## src/hdl/rms_pkg.sv

```systemverilog
// Constants for the receiver mode and status register bank.
// Assumes a single 200 MHz register clock shared by all users.
package rms_pkg;

  // ****************************************************************
  // Register map
  // ****************************************************************
  localparam logic [7:0] RMS_ADDR_MODE_STATUS = 8'h23;
  localparam int         RMS_DATA_W           = 8;

  // ****************************************************************
  // Field positions
  // ****************************************************************
  localparam int RMS_BIT_RATE_CHOICE = 6;
  localparam int RMS_BIT_AUDIO_AUTO  = 5;
  localparam int RMS_BIT_FAST_EN     = 4;
  localparam int RMS_BIT_CABLE_COAX  = 3;
  localparam int RMS_BIT_REPEATER    = 2;

  // Strap code bit positions
  localparam int RMS_STRAP_W         = 3;
  localparam int RMS_STRAP_FAST      = 0;
  localparam int RMS_STRAP_COAX      = 1;
  localparam int RMS_STRAP_REPEATER  = 2;

  // ****************************************************************
  // Reset values
  // ****************************************************************
  localparam logic       RMS_RST_RATE_CHOICE = 1'h0;
  localparam logic       RMS_RST_AUDIO_AUTO  = 1'h1;
  localparam logic       RMS_RST_STRAP_BIT   = 1'h0;
  localparam logic [7:0] RMS_RST_RD_DATA     = 8'h00;
  localparam logic [1:0] RMS_RST_AUDIO_MODE  = 2'h0;

  // ****************************************************************
  // Back-channel rate codes and settle time
  // ****************************************************************
  typedef enum logic [2:0] {
    RMS_RATE_5M  = 3'b001,
    RMS_RATE_10M = 3'b010,
    RMS_RATE_20M = 3'b100
  } rms_rate_t;

  localparam int RMS_CLK_PERIOD_PS = 5000;
  localparam int RMS_SETTLE_NS     = 1000;
  localparam int RMS_SETTLE_CYC    = (RMS_SETTLE_NS * 1000) / RMS_CLK_PERIOD_PS;

endpackage : rms_pkg

```

## src/hdl/rms_bc_rate.sv

```systemverilog
// Back-channel rate decoder with a settle window after each change.
// Assumes fastEnable and rateChoice are registered in the same clock domain.
`timescale 1ns/100ps
`default_nettype none
module rms_bc_rate #(
  parameter int CNT_W      = 16,
  parameter int SETTLE_CYC = rms_pkg::RMS_SETTLE_CYC
) (
  input  wire logic       mclk,
  input  wire logic       sys_rst,
  input  wire logic       fastEnable,
  input  wire logic       rateChoice,
  output logic      [2:0] rate,
  output logic            settling
);

  rms_pkg::rms_rate_t rate_reg;
  rms_pkg::rms_rate_t rate_next;
  logic [CNT_W-1:0]   cnt_reg;
  logic [CNT_W-1:0]   cnt_next;
  logic               settle_reg;
  logic               settle_next;

  always_comb begin
    if (fastEnable) begin
      rate_next = rms_pkg::RMS_RATE_20M;
    end else if (rateChoice) begin
      rate_next = rms_pkg::RMS_RATE_10M;
    end else begin
      rate_next = rms_pkg::RMS_RATE_5M;
    end
    // Link errors are expected while the new rate settles
    cnt_next    = cnt_reg;
    settle_next = settle_reg;
    if (rate_next != rate_reg) begin
      cnt_next    = CNT_W'(SETTLE_CYC - 1);
      settle_next = 1'b1;
    end else if (cnt_reg != '0) begin
      cnt_next = cnt_reg - CNT_W'(1);
    end else begin
      settle_next = 1'b0;
    end
  end

  always_ff @(posedge mclk or posedge sys_rst) begin
    if (sys_rst) begin
      rate_reg   <= rms_pkg::RMS_RATE_5M;
      cnt_reg    <= '0;
      settle_reg <= 1'b0;
    end else begin
      rate_reg   <= rate_next;
      cnt_reg    <= cnt_next;
      settle_reg <= settle_next;
    end
  end

  assign rate     = rate_reg;
  assign settling = settle_reg;

endmodule : rms_bc_rate
`default_nettype wire

```

## src/hdl/rms_mode_status.sv

```systemverilog
// Receiver mode and status register with strap-loaded fields.
// Assumes a simple register port (address, write and read strobes) shared
// by local software and remote writes, all synchronous to mclk.
//
// Behaviour
// - Without fast enable, rate choice 0 gives 5 Mbps, 1 gives 10 Mbps.
// - Fast enable set forces 20 Mbps and ignores the rate choice bit.
// - Back channel may err briefly after rate choice or fast enable changes.
// - Audio auto-detect bit, reset 1, derives audio mode from auxiliary codes.
// - Fast enable, cable type and repeater bits load from the strap in the first cycle after reset release.
// - Cable bit 0 selects shielded twisted pair, 1 selects coax.
// - Repeater bit is read only, reports strapped repeater mode.
`timescale 1ns/100ps
`default_nettype none
module rms_mode_status #(
  parameter int SETTLE_CYC = rms_pkg::RMS_SETTLE_CYC
) (
  input  wire logic       mclk,
  input  wire logic       sys_rst,
  // Register port
  input  wire logic [7:0] regAddr,
  input  wire logic       regWrEn,
  input  wire logic [7:0] regWrData,
  input  wire logic       regRdEn,
  output logic      [7:0] regRdData,
  // Strap code sampled after reset
  input  wire logic [2:0] strapConfigPinOne,
  // Audio mode sources
  input  wire logic       auxCodeValid,
  input  wire logic [1:0] auxAudioCode,
  input  wire logic [1:0] audioModeManual,
  // Control and status outputs
  output logic      [2:0] backChannelRate,
  output logic            backChannelSettling,
  output logic            cableCoax,
  output logic            repeaterMode,
  output logic      [1:0] audioSerialMode
);

  // ****************************************************************
  // Register fields
  // ****************************************************************
  // Strap capture runs for exactly one cycle after every reset release
  typedef enum logic [1:0] {
    RMS_ST_CAPTURE = 2'h1,
    RMS_ST_RUN     = 2'h2
  } rms_strap_st_t;

  rms_strap_st_t strapSt_reg;
  rms_strap_st_t strapSt_next;
  logic          strapPhase;
  logic       rateChoice_reg;
  logic       rateChoice_next;
  logic       audioAuto_reg;
  logic       audioAuto_next;
  logic       fastEn_reg;
  logic       fastEn_next;
  logic       coax_reg;
  logic       coax_next;
  logic       repeater_reg;
  logic       repeater_next;
  logic [1:0] audioMode_reg;
  logic [1:0] audioMode_next;
  logic [7:0] rdData_reg;
  logic [7:0] rdData_next;
  logic [7:0] regValue;
  logic       hit;
  logic       fieldWr;

  assign hit     = (regAddr == rms_pkg::RMS_ADDR_MODE_STATUS);
  assign fieldWr = regWrEn && hit;

  // ****************************************************************
  // Readback value
  // ****************************************************************
  always_comb begin
    regValue = '0;
    regValue[rms_pkg::RMS_BIT_RATE_CHOICE] = rateChoice_reg;
    regValue[rms_pkg::RMS_BIT_AUDIO_AUTO]  = audioAuto_reg;
    regValue[rms_pkg::RMS_BIT_FAST_EN]     = fastEn_reg;
    regValue[rms_pkg::RMS_BIT_CABLE_COAX]  = coax_reg;
    regValue[rms_pkg::RMS_BIT_REPEATER]    = repeater_reg;
  end

  // ****************************************************************
  // Strap capture
  // ****************************************************************
  always_comb begin
    strapSt_next = strapSt_reg;
    case (strapSt_reg)
      RMS_ST_CAPTURE: begin
        strapSt_next = RMS_ST_RUN;
      end
      RMS_ST_RUN: begin
        strapSt_next = RMS_ST_RUN;
      end
      default: begin
        // A corrupted code resumes normal operation rather than recapturing
        strapSt_next = RMS_ST_RUN;
      end
    endcase
  end

  always_ff @(posedge mclk or posedge sys_rst) begin
    if (sys_rst) begin
      strapSt_reg <= RMS_ST_CAPTURE;
    end else begin
      strapSt_reg <= strapSt_next;
    end
  end

  assign strapPhase = (strapSt_reg == RMS_ST_CAPTURE);

  // ****************************************************************
  // Mode fields
  // ****************************************************************
  always_comb begin
    rateChoice_next = rateChoice_reg;
    audioAuto_next  = audioAuto_reg;
    fastEn_next     = fastEn_reg;
    coax_next       = coax_reg;
    repeater_next   = repeater_reg;
    // Strap is caught once, in the first cycle after reset release;
    // a write in that same cycle loses to the strap for the strapped bits
    if (strapPhase) begin
      fastEn_next   = strapConfigPinOne[rms_pkg::RMS_STRAP_FAST];
      coax_next     = strapConfigPinOne[rms_pkg::RMS_STRAP_COAX];
      repeater_next = strapConfigPinOne[rms_pkg::RMS_STRAP_REPEATER];
    end
    if (fieldWr) begin
      rateChoice_next = regWrData[rms_pkg::RMS_BIT_RATE_CHOICE];
      audioAuto_next  = regWrData[rms_pkg::RMS_BIT_AUDIO_AUTO];
      if (!strapPhase) begin
        fastEn_next = regWrData[rms_pkg::RMS_BIT_FAST_EN];
        coax_next   = regWrData[rms_pkg::RMS_BIT_CABLE_COAX];
      end
      // Repeater bit and reserved bits are not writable
    end
  end

  always_ff @(posedge mclk or posedge sys_rst) begin
    if (sys_rst) begin
      rateChoice_reg <= rms_pkg::RMS_RST_RATE_CHOICE;
      audioAuto_reg  <= rms_pkg::RMS_RST_AUDIO_AUTO;
      fastEn_reg     <= rms_pkg::RMS_RST_STRAP_BIT;
      coax_reg       <= rms_pkg::RMS_RST_STRAP_BIT;
      repeater_reg   <= rms_pkg::RMS_RST_STRAP_BIT;
    end else begin
      rateChoice_reg <= rateChoice_next;
      audioAuto_reg  <= audioAuto_next;
      fastEn_reg     <= fastEn_next;
      coax_reg       <= coax_next;
      repeater_reg   <= repeater_next;
    end
  end

  // ****************************************************************
  // Read data
  // ****************************************************************
  always_comb begin
    rdData_next = rdData_reg;
    // Held between reads so a slow poller sees a stable value
    if (regRdEn) begin
      rdData_next = hit ? regValue : '0;
    end
  end

  always_ff @(posedge mclk or posedge sys_rst) begin
    if (sys_rst) begin
      rdData_reg <= rms_pkg::RMS_RST_RD_DATA;
    end else begin
      rdData_reg <= rdData_next;
    end
  end

  // ****************************************************************
  // Audio serial mode
  // ****************************************************************
  always_comb begin
    audioMode_next = audioMode_reg;
    // Between codes the last detected mode is kept, so a gap in the
    // auxiliary stream does not disturb the audio output
    if (audioAuto_reg) begin
      if (auxCodeValid) begin
        audioMode_next = auxAudioCode;
      end
    end else begin
      audioMode_next = audioModeManual;
    end
  end

  always_ff @(posedge mclk or posedge sys_rst) begin
    if (sys_rst) begin
      audioMode_reg <= rms_pkg::RMS_RST_AUDIO_MODE;
    end else begin
      audioMode_reg <= audioMode_next;
    end
  end

  // ****************************************************************
  // Back-channel rate
  // ****************************************************************
  rms_bc_rate #(
    .SETTLE_CYC (SETTLE_CYC)
  ) u_bc_rate (
    .mclk       (mclk),
    .sys_rst    (sys_rst),
    .fastEnable (fastEn_reg),
    .rateChoice (rateChoice_reg),
    .rate       (backChannelRate),
    .settling   (backChannelSettling)
  );

  // ****************************************************************
  // Outputs
  // ****************************************************************
  assign regRdData       = rdData_reg;
  assign cableCoax       = coax_reg;
  assign repeaterMode    = repeater_reg;
  assign audioSerialMode = audioMode_reg;

endmodule : rms_mode_status
`default_nettype wire

```

## config.mk

```make
export PLATFORM = sky130hd
export DESIGN_NAME = rms_mode_status
export DESIGN_NICKNAME = d
export VERILOG_FILES = /design/src/hdl/rms_pkg.sv /design/src/hdl/rms_bc_rate.sv /design/src/hdl/rms_mode_status.sv
export SDC_FILE = /design/constraint.sdc
export NUM_CORES = 1
export LEC_CHECK = 0
export BUFFER_PORTS_ARGS = -buffer_cell sky130_fd_sc_hd__buf_2
export CORE_ASPECT_RATIO = 0.9
export CORE_UTILIZATION = 56
export CTS_CLUSTER_DIAMETER = 40
export DETAILED_ROUTE_END_ITERATION = 12
export PLACE_DENSITY = 0.85
export SLEW_MARGIN = 10
export SYNTH_ARGS = -nofsm -noshare
export SYNTH_HDL_FRONTEND = slang
export SYNTH_HIERARCHICAL = 1
export SYNTH_SLANG_ARGS = --single-unit
```

## constraint.sdc

```tcl
create_clock -name mclk -period 5.4 [get_ports mclk]
set_input_delay 0.81 -clock mclk [delete_from_list [all_inputs] [get_ports mclk]]
set_output_delay 0.81 -clock mclk [all_outputs]
set_load 0.01 [all_outputs]
```

==> key figures <==
Outcome
  – Status: completed

Power
  – Cell Pwr Density: 246 mW/mm^2
  – Worst vdd ir: 0.188 mV
  – Static leakage: 0.862 nW

Route
  – Total Wirelength: 3540 um
  – DR pass1 iterations: 4
  – DRC viols: 0
  – Iteration-0 DRC Markers: 72
  – Via count: 1393
  – Wirelength per Cell: 14.5 um
  – Vias per cell: 5.69
  – Antenna-violating nets left: 0

Min path
  – Worst min path class: reg2reg

Layout
  – Commonest non-fill, non-tap cell in the layout: buf_2
  – Fin nets: 233
  – Fill cells: 220
  – Layout cells sized above 1: 0.312
  – Most frequent cells in the layout: 36 x buf_2, 31 x dfrtp_1, 12 x nand2_1, 11 x a21oi_1, 10 x inv_1
  – Multi-input logic area: 772 um^2
  – FF/Latch Area: 855 um^2
  – Design area: 0.00195 mm^2
  – Ant diodes: 0
  – Layout area overhead: 15.4%
  – Max FFs per register: 16

Yosys
  – Synth Warn #: 6
  – Synth unique cells: 54
  – Post-synthesis area per instance: 10.3 um^2
  – Post-synth ARST share: 1.00
  – Top_reg_cell synth: dfrtp_1
  – Mapped cell area: 0.00169 mm^2
  – Synthesized flop and latch total: 34
  – Register area share after synthesis: 0.504
  – EDFF count, synth: 0
  – Gate Count Post-Synth: 164

STA
  – Endpoints failing setup: 0
  – Achievable frequency: 438 MHz
  – Worst setup margin: 3.12 ns
  – Slew Limit Fails: 0
  – Final cycle utilization of the critical path: 0.423
  – RSZ-0062 raised after global routing: false
  – Worst Max-Slew Pin Slew: 0.770 ns
  – Clock Skew: 0.0167 ns
  – Endpoints failing hold: 0
  – Slew margin rel.: 0.486
  – Min cycle time layout: 2.28 ns
  – Sum Neg Setup Slack: 0 ns

Die
  – Die Height: 54.2 um
  – Row Count: 18
  – Die Width: 60.0 um
  – I/O Pins: 44
  – Core Area: 0.00282 mm^2
  – Starting Density: 0.602
  – Die ar.: 0.00325 mm^2

Worst setup path
  – Worst path slowest cell: nor3b_1
  – R2R Setup Slk: 3.12 ns
  – Top delay family on crit path: simple AND/OR/NAND/NOR gates
  – Worst-path cell chain: inv_1, ha_1, nor3b_1, o2111ai_1, or3_2, a21oi_1
  – CP Class: reg2reg
  – CP arrival: 2.53 ns
  – CP peak stage delay: 0.50 ns
  – Critical Path RT: 5.65 ns
  – Critical Path Fanout Max: 5
  – Crit path buffers/inverters: 1
  – Worst Setup End Kind: flip-flop
  – Crit start category: flip-flop

Placement
  – Hpwl dp: 2640 um
  – Port bufs: 36
  – Placement Cell Area: 0.00189 mm^2
  – Pre-CTS worst setup slack: 3.06 ns
  – Gpl congestion: 0.750

Global route
  – Total grt overflow: 0
  – First-pass GRT wire length: 5580 um
  – Vias in the first global route: 1282
  – Overall routing resource usage: 0.241
  – Initial antenna violation count: 0
  – Largest net degree at the start of global routing: 21

Clock network
  – Worst-Skew Late Latency: 0.34 ns
  – Sink Count: 34
  – Root Buffer: clkbuf_4
  – Worst-case clock buffer depth: 2
  – Hold_buf cts: 0
  – Post-CTS sizing: 0
  – Total CTS buffers: 5
  – H-tree levels: 2
  – Total setup buffers inserted after CTS: 0
  – Worst-path clk slew: 0.11 ns
  – TritonCTS clock tree: done

Run
  – Maxcap violations: 0
==> synth_stat cells, types with 2 or more instances <==
cell / instances / area share
o211ai_1: 2 / 0.0089
or4_1: 4 / 0.018
nor2_1: 6 / 0.013
nor2b_1: 4 / 0.015
o21bai_1: 2 / 0.0089
o21ai_0: 8 / 0.024
inv_1: 10 / 0.022
a21oi_1: 11 / 0.032
o22ai_1: 5 / 0.018
or3_2: 2 / 0.0089
or2_2: 3 / 0.011
dfstp_2: 3 / 0.047
nor4_1: 4 / 0.015
buf_4: 3 / 0.013
mux2_2: 3 / 0.020
dfrtp_1: 31 / 0.46
o31ai_1: 5 / 0.022
nor3_1: 6 / 0.018
mux2i_1: 4 / 0.024
conb_1: 2 / 0.0044
or3_4: 2 / 0.013
nand2_1: 12 / 0.027
==> metrics by stage <==
step | util | hold WS (ns) | cells | total power [mW]
after floorplan | - | 0.427 | 167 | 0.318
after global placement | 0.673 | 0.458 | 237 | 0.336
after detailed placement | 0.673 | 0.490 | 237 | 0.340
after CTS | 0.694 | 0.506 | 245 | 0.486
after global routing | 0.694 | 0.534 | 245 | 0.506
final | 0.694 | 0.503 | 245 | 0.481
==> worst paths after layout <==
path | from | to | cells past startpoint
hold reg to reg | rateChoice_reg | u_bc_rate/rate[0] | 1
min in group asynchronous | sys_rst | rateChoice_reg | 2
max in group asynchronous | sys_rst | u_bc_rate/cnt_reg[9] | 2
setup reg to reg | u_bc_rate/cnt_reg[0] | u_bc_rate/cnt_reg[14] | 6
hold / removal | rateChoice_reg | u_bc_rate/rate[0] | 1
setup / recovery | u_bc_rate/cnt_reg[0] | u_bc_rate/cnt_reg[14] | 6
==> report_power, final <==
group	internal, mW	switching (mW)	leakage (nW)
clock network	0.0630	0.0829	0.0353
registers	0.266	0.0101	0.421
logic	0.0250	0.0337	0.405
total	0.354	0.127	0.862
==> cell type report <==
| cell class | instances | area share |
|---|---|---|
| Clock buffer | 7 | 0.0282 |
| Clock inverter | 1 | 0.00256 |
| Inverter | 10 | 0.0192 |
| Multi-Input combinational cell | 117 | 0.395 |
| Sequential cell | 34 | 0.437 |
| Tap cell | 40 | 0.0256 |
| Timing Repair Buffer | 36 | 0.0922 |
==> logic make-up (layout without fill, tap and decap cells) <==
| logic type | Yosys count | count (layout) | synth area share |
|---|---|---|---|
| muxes | 7 | 7 | 0.0436 |
| AOI/OAI and AO/OA | 44 | 44 | 0.172 |
| other | 2 | 5 | 0.00443 |
| DFF | 34 | 34 | 0.504 |
| and+or+nand+nor | 59 | 59 | 0.216 |
| xor gates and xnor gates | 1 | 1 | 0.00517 |
| buffers and inverters | 16 | 54 | 0.0465 |
| adders and majority gates | 1 | 1 | 0.00738 |
==> metal layers <==
layer / up-vias / track usage / routed length [um]
li1: 675 / - / -
met1: 681 / 0.293 / 1580
met2: 30 / 0.404 / 1810
met3: 7 / 0.0553 / 99
met4: 0 / 0.124 / 55
met5: - / 0 / 0
Power figures use the tool's default switching activity.
